`src/hw/cae_pkg.sv`:
```
package cae_pkg;

  // ----------------------------------------------------------------------
  // Opcodes of the three instruction groups handled by the block.
  // ----------------------------------------------------------------------
  localparam logic [7:0] OPC_ADD_WITH_CARRY_IMM = 8'h34; // Add-with-carry, immediate.
  localparam logic [4:0] OPC_ABSOLUTE_JUMP_2K_LO  = 5'h01; // Low five bits of the jump.
  localparam logic [4:0] OPC_ANL_RN   = 5'h0B; // Upper five bits, Rn form.
  localparam logic [7:0] OPC_ANL_DIR  = 8'h55; // Accumulator and direct.
  localparam logic [6:0] OPC_ANL_IND  = 7'h2B; // Upper seven bits, @Ri.
  localparam logic [7:0] OPC_ANL_IMM  = 8'h54; // Accumulator and immediate.
  localparam logic [7:0] OPC_ANL_DA   = 8'h52; // Direct and accumulator.
  localparam logic [7:0] OPC_ANL_DI   = 8'h53; // Direct and immediate.

  // ----------------------------------------------------------------------
  // Special function register addresses and status word layout.
  // ----------------------------------------------------------------------
  localparam logic [7:0] SFR_ACC      = 8'hE0; // Accumulator address.
  localparam logic [7:0] SFR_PSW      = 8'hD0; // Status word address.
  localparam logic [1:0] PORT_HI      = 2'h2;  // Bits 7:6 of a port address.
  localparam logic [3:0] PORT_LO      = 4'h0;  // Bits 3:0 of a port address.
  localparam int         PSW_CY       = 7;     // Carry flag.
  localparam int         PSW_AC       = 6;     // Auxiliary carry flag.
  localparam int         PSW_RS1      = 4;     // Register bank, high bit.
  localparam int         PSW_RS0      = 3;     // Register bank, low bit.
  localparam int         PSW_OV       = 2;     // Overflow flag.
  localparam logic [7:0] PSW_RESET    = 8'h00; // Status word after reset.
  localparam logic [7:0] ACC_RESET    = 8'h00; // Accumulator after reset.
  localparam logic [7:0] LATCH_RESET  = 8'hFF; // Port latches after reset.
  localparam logic [15:0] PC_STEP     = 16'h0002; // Jump length in bytes.

  // ----------------------------------------------------------------------
  // Types.
  // ----------------------------------------------------------------------
  // Sequencer states, Gray coded along idle, pointer, operand, execute.
  typedef enum logic [1:0] {
    ST_IDLE = 2'b00,
    ST_PTR  = 2'b01,
    ST_OPND = 2'b11,
    ST_EXEC = 2'b10
  } cae_state_e;

  // Decoded instruction kinds.
  typedef enum logic [3:0] {
    K_NONE, K_ADD_WITH_CARRY, K_ABSOLUTE_JUMP_2K, K_ANL_RN, K_ANL_DIR,
    K_ANL_IND, K_ANL_IMM, K_ANL_DA, K_ANL_DI
  } cae_kind_e;

  // Instruction bytes as delivered by fetch.
  typedef struct packed {
    logic [7:0] opc; // First byte.
    logic [7:0] op1; // Second byte.
    logic [7:0] op2; // Third byte.
  } cae_instr_s;

  // Map an opcode to its kind; anything else is not handled here.
  function automatic cae_kind_e decode(input logic [7:0] opc);
    cae_kind_e k;
    k = K_NONE;
    if (opc == OPC_ADD_WITH_CARRY_IMM) k = K_ADD_WITH_CARRY;
    else if (opc[4:0] == OPC_ABSOLUTE_JUMP_2K_LO) k = K_ABSOLUTE_JUMP_2K;
    else if (opc[7:3] == OPC_ANL_RN) k = K_ANL_RN;
    else if (opc == OPC_ANL_DIR) k = K_ANL_DIR;
    else if (opc[7:1] == OPC_ANL_IND) k = K_ANL_IND;
    else if (opc == OPC_ANL_IMM) k = K_ANL_IMM;
    else if (opc == OPC_ANL_DA) k = K_ANL_DA;
    else if (opc == OPC_ANL_DI) k = K_ANL_DI;
    return k;
  endfunction

endpackage

```
`src/hw/cae_exec_core.sv`:
```
`timescale 1ns/10ps
`default_nettype none

module cae_exec_core (
  input  wire logic              mclk_i,        // Core clock, 100 MHz.
  input  wire logic              arst_n_i,      // Asynchronous reset.
  input  wire logic              instr_valid_i, // Instruction offered.
  input  wire cae_pkg::cae_instr_s instr_i,     // Instruction bytes.
  input  wire logic [15:0]       pc_i,          // Address of first byte.
  input  wire logic [31:0]       port_pin_i,    // Pin levels, four ports.
  output logic                   busy_o,        // Instruction in flight.
  output logic                   done_o,        // Instruction retired.
  output logic                   pc_load_o,     // Load the jump target.
  output logic [15:0]            pc_target_o,   // Jump target.
  output logic [7:0]             acc_o,         // Accumulator.
  output logic [7:0]             psw_o,         // Status word.
  output logic [31:0]            port_latch_o   // Port output latches.
);

  // ------------------------------------------------------------------------
  // State.
  // ------------------------------------------------------------------------
  cae_pkg::cae_state_e state_ff, nxt_state;  // Sequencer.
  cae_pkg::cae_kind_e  kind_ff, nxt_kind;    // Instruction in flight.
  cae_pkg::cae_instr_s ins_ff, nxt_ins;      // Its bytes.
  logic [15:0]         pc_ff, nxt_pc;        // Its address.
  logic [7:0]          addr_ff, nxt_addr;    // Operand address.
  logic [7:0]          opnd_ff, nxt_opnd;    // Fetched operand.
  logic [7:0]          acc_ff, nxt_acc;      // Accumulator.
  logic [7:0]          psw_ff, nxt_psw;      // Status word.
  logic [3:0][7:0]     latch_ff, nxt_latch;  // Port latches.
  logic                done_ff, nxt_done;    // Retire pulse.
  logic                busy_ff, nxt_busy;    // Busy level.
  logic                pcld_ff, nxt_pcld;    // Jump pulse.
  logic [15:0]         tgt_ff, nxt_tgt;      // Jump target.
  logic [31:0]         pin_meta_ff;          // First synchroniser stage.
  logic [31:0]         pin_sync_ff;          // Second synchroniser stage.

  // Memory port signals.
  logic       mem_we;    // Write strobe.
  logic [7:0] mem_waddr; // Write address.
  logic [7:0] mem_wdata; // Write data.
  logic [7:0] mem_raddr; // Read address.
  logic [7:0] mem_rdata; // Read data.

  // Helpers for the datapath.
  cae_pkg::cae_kind_e new_kind; // Decode of the offered opcode.
  logic       is_port;          // Operand address is a port latch.
  logic [1:0] port_idx;         // Which port.
  logic       rmw;              // Direct destination forms.
  logic [7:0] dir_val;          // Value read at a direct address.
  logic [7:0] mask;             // Mask for direct destination forms.
  logic [7:0] anl_res;          // Result of a direct destination AND.
  logic [4:0] sum_lo;           // Sum of low nibbles with carry.
  logic [7:0] sum_mid;          // Sum of low seven bits with carry.
  logic [8:0] sum_full;         // Full sum with carry.
  logic [15:0] pc_plus2;        // Address of the next instruction.

  // ------------------------------------------------------------------------
  // Memory.
  // ------------------------------------------------------------------------
  // Lower half holds register banks and scratch RAM; upper half holds
  // the special function registers that this block does not own.
  cae_byte_ram #(
    .W  (8),
    .AW (8)
  ) u_ram (
    .mclk_i  (mclk_i),
    .we_i    (mem_we),
    .waddr_i (mem_waddr),
    .wdata_i (mem_wdata),
    .raddr_i (mem_raddr),
    .rdata_o (mem_rdata)
  );

  // ------------------------------------------------------------------------
  // Datapath helpers.
  // ------------------------------------------------------------------------
  // Decode of the offered opcode from instr_i, then operand fetch and arithmetic from registered state.
  always_comb
  begin
    new_kind = cae_pkg::decode(instr_i.opc);
    is_port  = (addr_ff[7:6] == cae_pkg::PORT_HI) &&
               (addr_ff[3:0] == cae_pkg::PORT_LO);
    port_idx = addr_ff[5:4];
    rmw      = (kind_ff == cae_pkg::K_ANL_DA) ||
               (kind_ff == cae_pkg::K_ANL_DI);
    // A read-modify-write on a port starts from the latch, since the pin
    // may be held low by the outside and would corrupt the other bits.
    if (is_port)
    begin
      dir_val = rmw ? latch_ff[port_idx]
                    : pin_sync_ff[port_idx*8 +: 8];
    end
    else if (addr_ff == cae_pkg::SFR_ACC)
    begin
      dir_val = acc_ff;
    end
    else if (addr_ff == cae_pkg::SFR_PSW)
    begin
      dir_val = psw_ff;
    end
    else
    begin
      dir_val = mem_rdata;
    end
    mask     = (kind_ff == cae_pkg::K_ANL_DA) ? acc_ff : ins_ff.op2;
    anl_res  = opnd_ff & mask;
    sum_lo   = {1'b0, acc_ff[3:0]} + {1'b0, opnd_ff[3:0]} +
               {4'h0, psw_ff[cae_pkg::PSW_CY]};
    sum_mid  = {1'b0, acc_ff[6:0]} + {1'b0, opnd_ff[6:0]} +
               {7'h00, psw_ff[cae_pkg::PSW_CY]};
    sum_full = {1'b0, acc_ff} + {1'b0, opnd_ff} +
               {8'h00, psw_ff[cae_pkg::PSW_CY]};
    pc_plus2 = pc_ff + cae_pkg::PC_STEP;
  end

  // ------------------------------------------------------------------------
  // Sequencer and execution.
  // ------------------------------------------------------------------------
  // Offers are only taken in idle; unknown opcodes are left alone.
  always_comb
  begin
    nxt_state = state_ff;
    nxt_kind  = kind_ff;
    nxt_ins   = ins_ff;
    nxt_pc    = pc_ff;
    nxt_addr  = addr_ff;
    nxt_opnd  = opnd_ff;
    nxt_acc   = acc_ff;
    nxt_psw   = psw_ff;
    nxt_latch = latch_ff;
    nxt_done  = 1'b0;
    nxt_pcld  = 1'b0;
    nxt_tgt   = tgt_ff;
    mem_raddr = addr_ff;
    mem_we    = 1'b0;
    mem_waddr = addr_ff;
    mem_wdata = anl_res;
    case (state_ff)
      cae_pkg::ST_IDLE:
      begin
        if (instr_valid_i && (new_kind != cae_pkg::K_NONE))
        begin
          nxt_kind  = new_kind;
          nxt_ins   = instr_i;
          nxt_pc    = pc_i;
          nxt_opnd  = instr_i.op1;
          nxt_addr  = instr_i.op1;
          nxt_state = cae_pkg::ST_EXEC;
          case (new_kind)
            cae_pkg::K_ANL_RN:
            begin
              // Register within the bank picked by the status word.
              nxt_addr  = {3'h0, psw_ff[cae_pkg::PSW_RS1:cae_pkg::PSW_RS0],
                           instr_i.opc[2:0]};
              nxt_state = cae_pkg::ST_OPND;
            end
            cae_pkg::K_ANL_IND:
            begin
              // Fetch the pointer register R0 or R1 first.
              nxt_addr  = {3'h0, psw_ff[cae_pkg::PSW_RS1:cae_pkg::PSW_RS0],
                           2'h0, instr_i.opc[0]};
              nxt_state = cae_pkg::ST_PTR;
            end
            cae_pkg::K_ANL_DIR, cae_pkg::K_ANL_DA, cae_pkg::K_ANL_DI:
            begin
              nxt_state = cae_pkg::ST_OPND;
            end
            default:
            begin
              nxt_state = cae_pkg::ST_EXEC;
            end
          endcase
          mem_raddr = nxt_addr;
        end
      end
      cae_pkg::ST_PTR:
      begin
        // Indirect reach covers the whole RAM, the register banks included.
        mem_raddr = mem_rdata;
        nxt_addr  = mem_rdata;
        nxt_state = cae_pkg::ST_OPND;
      end
      cae_pkg::ST_OPND:
      begin
        nxt_opnd  = (kind_ff == cae_pkg::K_ANL_IND) ? mem_rdata : dir_val;
        nxt_state = cae_pkg::ST_EXEC;
      end
      cae_pkg::ST_EXEC:
      begin
        nxt_done  = 1'b1;
        nxt_state = cae_pkg::ST_IDLE;
        case (kind_ff)
          cae_pkg::K_ADD_WITH_CARRY:
          begin
            nxt_acc                  = sum_full[7:0];
            nxt_psw[cae_pkg::PSW_CY] = sum_full[8];
            nxt_psw[cae_pkg::PSW_AC] = sum_lo[4];
            nxt_psw[cae_pkg::PSW_OV] = sum_mid[7] ^ sum_full[8];
          end
          cae_pkg::K_ABSOLUTE_JUMP_2K:
          begin
            // Only the low eleven bits of pc_plus2 change, so its page is kept.
            nxt_tgt  = {pc_plus2[15:11], ins_ff.opc[7:5],
                        ins_ff.op1};
            nxt_pcld = 1'b1;
          end
          cae_pkg::K_ANL_DA, cae_pkg::K_ANL_DI:
          begin
            // Destination decides where the result lands.
            if (is_port)
            begin
              nxt_latch[port_idx] = anl_res;
            end
            else if (addr_ff == cae_pkg::SFR_ACC)
            begin
              nxt_acc = anl_res;
            end
            else if (addr_ff == cae_pkg::SFR_PSW)
            begin
              nxt_psw = anl_res;
            end
            else
            begin
              mem_we = 1'b1;
            end
          end
          default:
          begin
            // Accumulator destination; flags stay as they are.
            nxt_acc = acc_ff & opnd_ff;
          end
        endcase
      end
      default:
      begin
        nxt_state = cae_pkg::ST_IDLE;
      end
    endcase
    nxt_busy = (nxt_state != cae_pkg::ST_IDLE);
  end

  // Registers only; pins pass two flip-flops before use.
  always_ff @(posedge mclk_i or negedge arst_n_i)
  begin
    if (!arst_n_i)
    begin
      state_ff    <= cae_pkg::ST_IDLE;
      kind_ff     <= cae_pkg::K_NONE;
      ins_ff      <= '0;
      pc_ff       <= 16'h0000;
      addr_ff     <= 8'h00;
      opnd_ff     <= 8'h00;
      acc_ff      <= cae_pkg::ACC_RESET;
      psw_ff      <= cae_pkg::PSW_RESET;
      latch_ff    <= {4{cae_pkg::LATCH_RESET}};
      done_ff     <= 1'b0;
      busy_ff     <= 1'b0;
      pcld_ff     <= 1'b0;
      tgt_ff      <= 16'h0000;
      pin_meta_ff <= 32'h0000_0000;
      pin_sync_ff <= 32'h0000_0000;
    end
    else
    begin
      state_ff    <= nxt_state;
      kind_ff     <= nxt_kind;
      ins_ff      <= nxt_ins;
      pc_ff       <= nxt_pc;
      addr_ff     <= nxt_addr;
      opnd_ff     <= nxt_opnd;
      acc_ff      <= nxt_acc;
      psw_ff      <= nxt_psw;
      latch_ff    <= nxt_latch;
      done_ff     <= nxt_done;
      busy_ff     <= nxt_busy;
      pcld_ff     <= nxt_pcld;
      tgt_ff      <= nxt_tgt;
      pin_meta_ff <= port_pin_i;
      pin_sync_ff <= pin_meta_ff;
    end
  end

  assign busy_o       = busy_ff;
  assign done_o       = done_ff;
  assign pc_load_o    = pcld_ff;
  assign pc_target_o  = tgt_ff;
  assign acc_o        = acc_ff;
  assign psw_o        = psw_ff;
  assign port_latch_o = latch_ff;

  logic exec_add_with_carry; // Executing add-with-carry.
  logic exec_anl;  // Executing any AND form.
  assign exec_add_with_carry = (state_ff == cae_pkg::ST_EXEC) &&
                     (kind_ff == cae_pkg::K_ADD_WITH_CARRY);
  assign exec_anl  = (state_ff == cae_pkg::ST_EXEC) &&
                     (kind_ff inside {cae_pkg::K_ANL_RN, cae_pkg::K_ANL_DIR,
                      cae_pkg::K_ANL_IND, cae_pkg::K_ANL_IMM,
                      cae_pkg::K_ANL_DA, cae_pkg::K_ANL_DI});
endmodule

`default_nettype wire

```
`src/hw/cae_byte_ram.sv`:
```
`timescale 1ns/10ps
`default_nettype none

// --------------------------------------------------------------------------
// Internal byte memory with one write port and a registered read port.
// --------------------------------------------------------------------------
module cae_byte_ram #(
  parameter int W  = 8,   // Data width.
  parameter int AW = 8    // Address width; depth is two to this power.
) (
  input  wire logic          mclk_i,  // Core clock.
  input  wire logic          we_i,    // Write strobe.
  input  wire logic [AW-1:0] waddr_i, // Write address.
  input  wire logic [W-1:0]  wdata_i, // Write data.
  input  wire logic [AW-1:0] raddr_i, // Read address.
  output logic      [W-1:0]  rdata_o  // Read data, one cycle later.
);

  logic [W-1:0] mem_ff [2**AW]; // Storage; no reset, like real RAM.

  // Write and read in one process; read data come from a register.
  always_ff @(posedge mclk_i)
  begin
    if (we_i)
    begin
      mem_ff[waddr_i] <= wdata_i;
    end
    rdata_o <= mem_ff[raddr_i];
  end

endmodule

`default_nettype wire

```
`config.mk`:
```
export PLATFORM = sky130hd
export DESIGN_NAME = cae_exec_core
export DESIGN_NICKNAME = d
export VERILOG_FILES = /design/src/hw/cae_pkg.sv /design/src/hw/cae_exec_core.sv /design/src/hw/cae_byte_ram.sv
export SDC_FILE = /design/constraint.sdc
export NUM_CORES = 2
export LEC_CHECK = 0
export BUFFER_PORTS_ARGS = -buffer_cell sky130_fd_sc_hd__buf_2
export CELL_PAD_IN_SITES_DETAIL_PLACEMENT = 1
export CELL_PAD_IN_SITES_GLOBAL_PLACEMENT = 1
export CORE_MARGIN = 3
export CORE_UTILIZATION = 40
export CTS_BUF_LIST = sky130_fd_sc_hd__clkbuf_4 sky130_fd_sc_hd__clkbuf_8
export DETAILED_ROUTE_END_ITERATION = 16
export GPL_ROUTABILITY_DRIVEN = 1
export PLACE_DENSITY_LB_ADDON = 0.1
export SYNTH_ARGS = -nofsm -noshare
export SYNTH_HDL_FRONTEND = slang
export SYNTH_SLANG_ARGS = --single-unit
```
`constraint.sdc`:
```
create_clock -name mclk_i -period 9 [get_ports mclk_i]
set_clock_uncertainty 0.05 [all_clocks]
set_input_delay 0.9 -clock mclk_i [delete_from_list [all_inputs] [get_ports mclk_i]]
set_output_delay 0.9 -clock mclk_i [all_outputs]
set_load 0.05 [all_outputs]
```
; Yosys cells after proc, flatten, opt, wreduce, memory -nomap -nowiden
; Memory sizes are Yosys's and may differ from the RTL's. A register that Yosys moved wholly into a read port is not among the register bits.
; Index checks and enable logic that the tools add are counted.
[totals]
ff_bits = 193
ramBits = 2048
out_inout_bits = 67
memories = 1
[op_classes]
add_sub_neg = 7
order_cmp = 2
eq_ne = 29
shift = 1
muxes = 45
bitwise_logic = 6
reduce_logical = 19
[mem_list]
columns = memory, words, word_bits, rd, rd_ports_with_merged_regs, write_ports, line
row1 = u_ram.mem_ff, 256, 8, 1, 1, 1, cae_byte_ram.sv:19  ; logic [W-1:0] mem_ff [2**AW];
[op_table]
columns = cell, count
row1 = 8-bit two-way mux, 15
row2 = 8-bit case mux with 2 select lines, 3
row3 = 32-bit bitwise mux, 1
row4 = 8-bit by 7-bit == test with 1-bit output (second input constant), 4
row5 = 4-bit two-way mux, 8
row6 = 32-bit by 6-bit indexed part select with 8-bit output, 1
row7 = 8-bit case mux with 3 select lines, 1
row8 = 4-bit by 3-bit == test with 1-bit output (second input constant), 5
row9 = 16-bit by 2-bit adder with 16-bit output (second input constant), 1
row10 = 8-bit bitwise AND, 2
row11 = 8-bit binary-select mux with 2-bit select, 1
row12 = 8-bit demux with 2-bit select, 1
row13 = 8-bit == test (second input constant), 2
row14 = 1-bit two-way mux, 10
row15 = 2-bit != test (second input constant), 5
row16 = 5-bit AND reduction, 2
row17 = 8-bit by 8-bit adder with 9-bit output, 1
row18 = 9-bit by 1-bit adder with 9-bit output, 1
row19 = 7-bit by 7-bit adder with 8-bit output, 1
row20 = 8-bit by 1-bit adder with 8-bit output, 1
row21 = 4-bit by 2-bit == test with 1-bit output (second input constant), 2
row22 = 4-bit == test (second input constant), 2
row23 = 8-bit by 6-bit == test with 1-bit output (second input constant), 1
row24 = 2-bit case mux with 2 select lines, 2
row25 = 26 further kinds, 36

; Depth between registers and ports, before layout
[logic_depth]
depth_word = 15
ltp_mapped = 15

; Hierarchy
; Synthesis repeated with hierarchy kept, for this count alone.
[hier_totals]
cells_unflattened = 4488
hier_area_um2 = 87956.9
[by_module_without_submodules]
columns = module, n_inst, cells_each, area_per_inst_um2, seq_area_each_um2
row1 = cae_byte_ram, 1, 3733, 79556.3, 61659.1
row2 = cae_exec_core, 1, 755, 8400.6, 4719.5

; Worst setup path after synthesis
; Ideal clock, no wire load.
[synth_path]
path_kind = register to register
from = register kind_ff[3]
to = memory u_ram.mem_ff[0][1] (data pin)
setup_time_ns = 1.611
t_arrival_ns = 8.006
required_ns = 7.339
setup_slack_ns = -0.667
stages_incl_launch_ff = 6
path_buffers = 1
period_less_slack_ns = 9.667
cell_sequence = dfrtp_1 -> nor2b_1 -> and3_1 -> clkbuf_1 -> nand2_1 -> a21oi_1
[synth_between]
elab_chain_len = 3
[synth_lines]
columns = item, line
row1 = start: declaration, cae_exec_core.sv:24  ; cae_pkg::cae_kind_e kind_ff, nxt_kind;
row2 = start signal: assignment, cae_exec_core.sv:250  ; kind_ff <= cae_pkg::K_NONE;
row3 = start signal: assignment, cae_exec_core.sv:268  ; kind_ff <= nxt_kind;
row4 = 4-bit by 3-bit == test with 1-bit output, cae_exec_core.sv:107  ; mask = (kind_ff == cae_pkg::K_ANL_DA) ? acc_ff : ins_ff.op2;
row5 = 8-bit two-way mux, cae_exec_core.sv:107
row6 = 8-bit bitwise AND, cae_exec_core.sv:108  ; anl_res = opnd_ff & mask;
row7 = net anl_res[1], cae_exec_core.sv:53  ; logic [7:0] anl_res;
row8 = end: declaration, cae_byte_ram.sv:19
; The timed path passes the listed nets, and every way through them passes these cells.

; Final worst setup path
[layout_path]
from = input port instr_i[23] (netlist bit)
to = register u_ram.rdata_o[6] (read register of u_ram.mem_ff)
[layout_between]
elab_chain_len = 13
[layout_lines]
columns = item, line
row1 = start: declaration, cae_exec_core.sv:8  ; input wire cae_pkg::cae_instr_s instr_i,
row2 = 8-bit by 7-bit == test with 1-bit output, cae_pkg.sv:67  ; else if (opc == OPC_ANL_DI) k = K_ANL_DI;
row3 = 4-bit two-way mux, cae_pkg.sv:67
row4 = 4-bit two-way mux, cae_pkg.sv:66  ; else if (opc == OPC_ANL_DA) k = K_ANL_DA;
row5 = 4-bit two-way mux, cae_pkg.sv:65  ; else if (opc == OPC_ANL_IMM) k = K_ANL_IMM;
row6 = 4-bit two-way mux, cae_pkg.sv:64  ; else if (opc[7:1] == OPC_ANL_IND) k = K_ANL_IND;
row7 = 4-bit two-way mux, cae_pkg.sv:63  ; else if (opc == OPC_ANL_DIR) k = K_ANL_DIR;
row8 = 4-bit two-way mux, cae_pkg.sv:62  ; else if (opc[7:3] == OPC_ANL_RN) k = K_ANL_RN;
row9 = 4-bit two-way mux, cae_pkg.sv:61  ; else if (opc[4:0] == OPC_ABSOLUTE_JUMP_2K_LO) k = K_ABSOLUTE_JUMP_2K;
row10 = 4-bit two-way mux *, cae_pkg.sv:60  ; if (opc == OPC_ADD_WITH_CARRY_IMM) k = K_ADD_WITH_CARRY;
row11 = 4-bit by 3-bit == test with 1-bit output (tied with other cells), cae_exec_core.sv:151  ; case (new_kind)
row12 = 8-bit case mux with 2 select lines or 1-bit logical AND (tied branches), "cae_exec_core.sv:151, cae_exec_core.sv:143"
row13 = 8-bit two-way mux *, cae_exec_core.sv:143  ; if (instr_valid_i && (new_kind != cae_pkg::K_NONE))
row14 = 8-bit case mux with 2 select lines *, cae_exec_core.sv:140  ; case (state_ff)
row15 = end: declaration, cae_byte_ram.sv:16  ; output logic [W-1:0] rdata_o
; Mark *: on every way between the ends. The rest lies on a longest branch, timed or not.
; A chain may end at the register's enable or synchronous reset.

==> results_dict.tcl <==
set metrics [dict create \
    fmaxAchievable_mhz 164 \
    design.die.area_mm2 0.228 \
    grt_util_met3 0.0376 \
    ys_seq_area_frac 0.745 \
    cts.path.max_buffers 4 \
    numCtsBuffers 394 \
    synth-edff-count 2048 \
    drt.antenna.violating_nets 0 \
    floorplan.initialDensity 0.404 \
    clk-insertion-delay-late_ps 1060 \
    critPathMaxFanout 45 \
    cell_accounting_for_the_most_synthesized_area "edfxtp_1" \
    antenna_found_initial 15 \
    critical_path_required_ps 9850 \
    worst_path_largest_cell_delay_ps 1030 \
    grt_busiest_layer "met2" \
    timing.final.max_slew_violations 0 \
    grt_overflow 0 \
    drc_errors 0 \
    post_layout_nonfiller_instances 10200 \
    yosys_register_bits 2243 \
    core_region_area_mm2 0.221 \
    timing_worst_setup_path_type "in2reg" \
    synth.top_cell.area_share 0.691 \
    grt_pass1_vias 58600 \
    power.density_mw_per_mm2 306 \
    timing.setup.tns_ps 0 \
    power.switching_fraction 0.379 \
    timing.critical_path.to_type "flip-flop" \
    setup_slack_ps 2920 \
    static_leakage_nw 35.2 \
    hold-worst-slack_ps 118 \
    dp_slack_ps 2590 \
    timing.rr.end "u_ram.rdata_o[6]" \
    postSynth.asyncResetShare 0.0834 \
    cts.sinks 2243 \
    grt_first_pass_wirelength_mm 416 \
    place.port_buffers 140 \
    routabilityCongestion 0.800 \
    grt.met1_usage 0.344 \
    cp_slowest_cell "nand2_1" \
    drt-initial-drc-count 4759 \
    detailroute.via_count 57200 \
    timing.max_cap.violations 0 \
    post_cts.repair.setup_buffers 0 \
    arrival_ps 6930 \
    synth.distinct_cells 82 \
    post_drt_wl_per_cell_um 28.1 \
    groute.layer.met2.usage 0.396 \
    number_of_cells_upsized_or_downsized_after_cts 0 \
    ctsHoldBuffers 61 \
    tritoncts "yes" \
    net-switching-power_mw 11.8 \
    die_width_um 478 \
    timing.slew.headroom 0.0959 \
    vertical_die_dimension_um 478 \
    drt_wl_total_mm 287 \
    worst_slew_pin_slew_ps 1360 \
    gate_count_post_synth 6639 \
    top_cells_by_area_in_the_synthesized_netlist "edfxtp_1 (69%), nand2_1 (7.3%), dfrtp_1 (4.4%)" \
    rsz_0062_raised_after_global_routing "false" \
    power_frac_comb 0.315 \
    hold-path-endpoint "ins_ff[13]" \
    final_core_utilization 0.459 \
    timing.reg2reg.setup_slack_ps 3090 \
    power.internal_mw 19.3 \
    p_seq_frac 0.395 \
    placement_rows 172 \
    hp-start "instr_i[13]" \
    vias_per_cell 5.59 \
    cts_h_tree_depth 5 \
    drt_first_pass_iters 6 \
    timing.critical_path.cells "dlygate4sd3_1, buf_2, and4bb_2, mux2i_1, a31oi_4, a21oi_2, nand2_4, inv_4, nand2_1, o22a_1, a41oi_1, nor4_1, nor4_1" \
    holdPathStages 3 \
    period_share 0.676 \
    globalRouteTotalUtil 0.247 \
    power.clock.fraction 0.291 \
    ff2ff_path_depth 11 \
    mappedNetlistArea_mm2 0.0891 \
    ys_dominant_reg_cell "edfxtp_1" \
    drive_above_1_share 0.139 \
    clk_pin_slew_ps 60 \
    num_io_pins 142 \
    reg_to_reg_start "state_ff[1]" \
    min-delay-path-class "in2reg" \
    ys_warn_count 0 \
    hpwl_mm 166 \
    num-nets-final 7061 \
    grt_max_degree 196 \
    number_of_setup_violations_in_the_final_report 0 \
    cts_root_buffer "clkbuf_8" \
    syn_area_per_cell_um2 13.4 \
    numPlacedInstances 9477 \
    vdd_drop_max_mv 0.344 \
    hold_viol 0 \
    crit_path_launch_type "input pin" \
    syn_to_final_growth_pct 13.8 \
    final.min_clock_period_ps 6080 \
    critical-path-top-cell-by-count "nor4_1" \
    status "finished clean" \
]
## cell type report
class                   count  area, um^2
diodes                      9        22.5
repair buffers            323        2570
flip-flops and latches   2243       66400
clock buffers             555        6740
fillers                 22300      119000
inverters                  18        77.6
multi-input cells        3996       21200
clock inverters           125         617
well taps                2958        3700
## power by group through the flow
| stage | sequential (mW) | clock (mW) | combinational, mW |
|---|---|---|---|
| 2_1_floorplan | 12.5 | 0 | 5.46 |
| 3_3_place_gp | 12.4 | 0 | 9.68 |
| 3_5_place_dp | 12.4 | 0 | 9.79 |
| 4_1_cts | 12.2 | 9.21 | 9.84 |
| 5_1_grt | 12.2 | 9.67 | 10.5 |
| 6_report | 12.2 | 9.01 | 9.76 |
## cells in the mapped netlist, types with 11 or more instances
| cell | count |
|---|---|
| o211ai_1 | 34 |
| o2111ai_1 | 22 |
| edfxtp_1 | 2048 |
| nor2b_1 | 11 |
| mux2i_1 | 238 |
| o21ai_0 | 35 |
| a31oi_1 | 39 |
| o22a_1 | 19 |
| nor4_1 | 22 |
| nand3_1 | 597 |
| a21oi_1 | 35 |
| inv_1 | 16 |
| buf_2 | 193 |
| dfstp_2 | 32 |
| clkbuf_1 | 198 |
| buf_1 | 36 |
| a22oi_1 | 12 |
| dfrtp_1 | 155 |
| nor2_1 | 454 |
| nand2_1 | 1734 |
| nand4_1 | 277 |
| a32oi_1 | 179 |
| nor3_1 | 30 |
| a41oi_1 | 18 |
| mux2_2 | 38 |
| mux4_2 | 16 |
## worst max path at each step
stage | from | to | slack, ps | cells past startpoint
4_1_cts | state_ff[1] | u_ram.rdata_o[6] | 3210 | 13
3_5_place_dp | instr_i[23] | u_ram.rdata_o[6] | 2590 | 12
3_3_place_gp | instr_i[23] | u_ram.rdata_o[6] | 2600 | 12
6_report | instr_i[23] | u_ram.rdata_o[6] | 2920 | 13
5_1_grt | instr_i[23] | u_ram.rdata_o[4] | 2660 | 13
2_1_floorplan | kind_ff[1] | u_ram.mem_ff[0][0] | -310 | 4
## layout by cell type, fill, tap and decap left out, types with 34 or more instances in the layout
master and n:
buf_2 139, clkinv_1 92, edfxtp_1 2048, mux2i_1 238
nand3_1 591, o21ai_0 35, conb_1 48, a32oi_1 179
o211ai_1 34, nand2_1 1724, buf_4 95, mux2_2 38
a21oi_1 34, clkbuf_8 412, nand4_1 277, a31oi_1 39
dlygate4sd3_1 61, dfrtp_1 154, nor2_1 447, clkbuf_4 144
## state kept, by name (all words and copies together) (netlist names), 15 cells and up
register	flops
pc_target_o	16
pc_ff	15
ins_ff	19
u_ram.mem_ff	2048
port_latch_o	32
pin_sync_ff	32
pin_meta_ff	32
## through the flow
step	power [mW]	area [um^2]
2_1_floorplan	18.0	89300
3_3_place_gp	22.1	93400
3_5_place_dp	22.2	93400
4_1_cts	31.3	101000
5_1_grt	32.4	101000
6_report	31.0	101000
## critical path: cells and delay by family
kind                   cells  cell delay, ps
AOI/OAI and AO/OA          4            1420
and+or+nand+nor            5            3280
buffers and inverters      3            1000
muxes                      1             250
## cells by family (layout without fill, tap and decap cells)
kind of cell / count (synthesis) / count (layout) / synth area share
xor gates and xnor gates: 10 / 10 / 0.000983
muxes: 292 / 292 / 0.0356
buffers and inverters: 447 / 1021 / 0.0216
DFF: 2243 / 2243 / 0.745
and+or+nand+nor: 3161 / 3161 / 0.152
other: 1 / 57 / 0.0000421
AOI/OAI and AO/OA: 475 / 475 / 0.0425
adders and majority gates: 10 / 10 / 0.00157
## routing by layer
| layer | wire (um) | up-vias |
|---|---|---|
| li1 | - | 25200 |
| met1 | 127000 | 29700 |
| met2 | 135000 | 1650 |
| met3 | 15100 | 522 |
| met4 | 10200 | 2 |
| met5 | 24 | - |
Note: power is estimated with default switching activity, not from simulation.
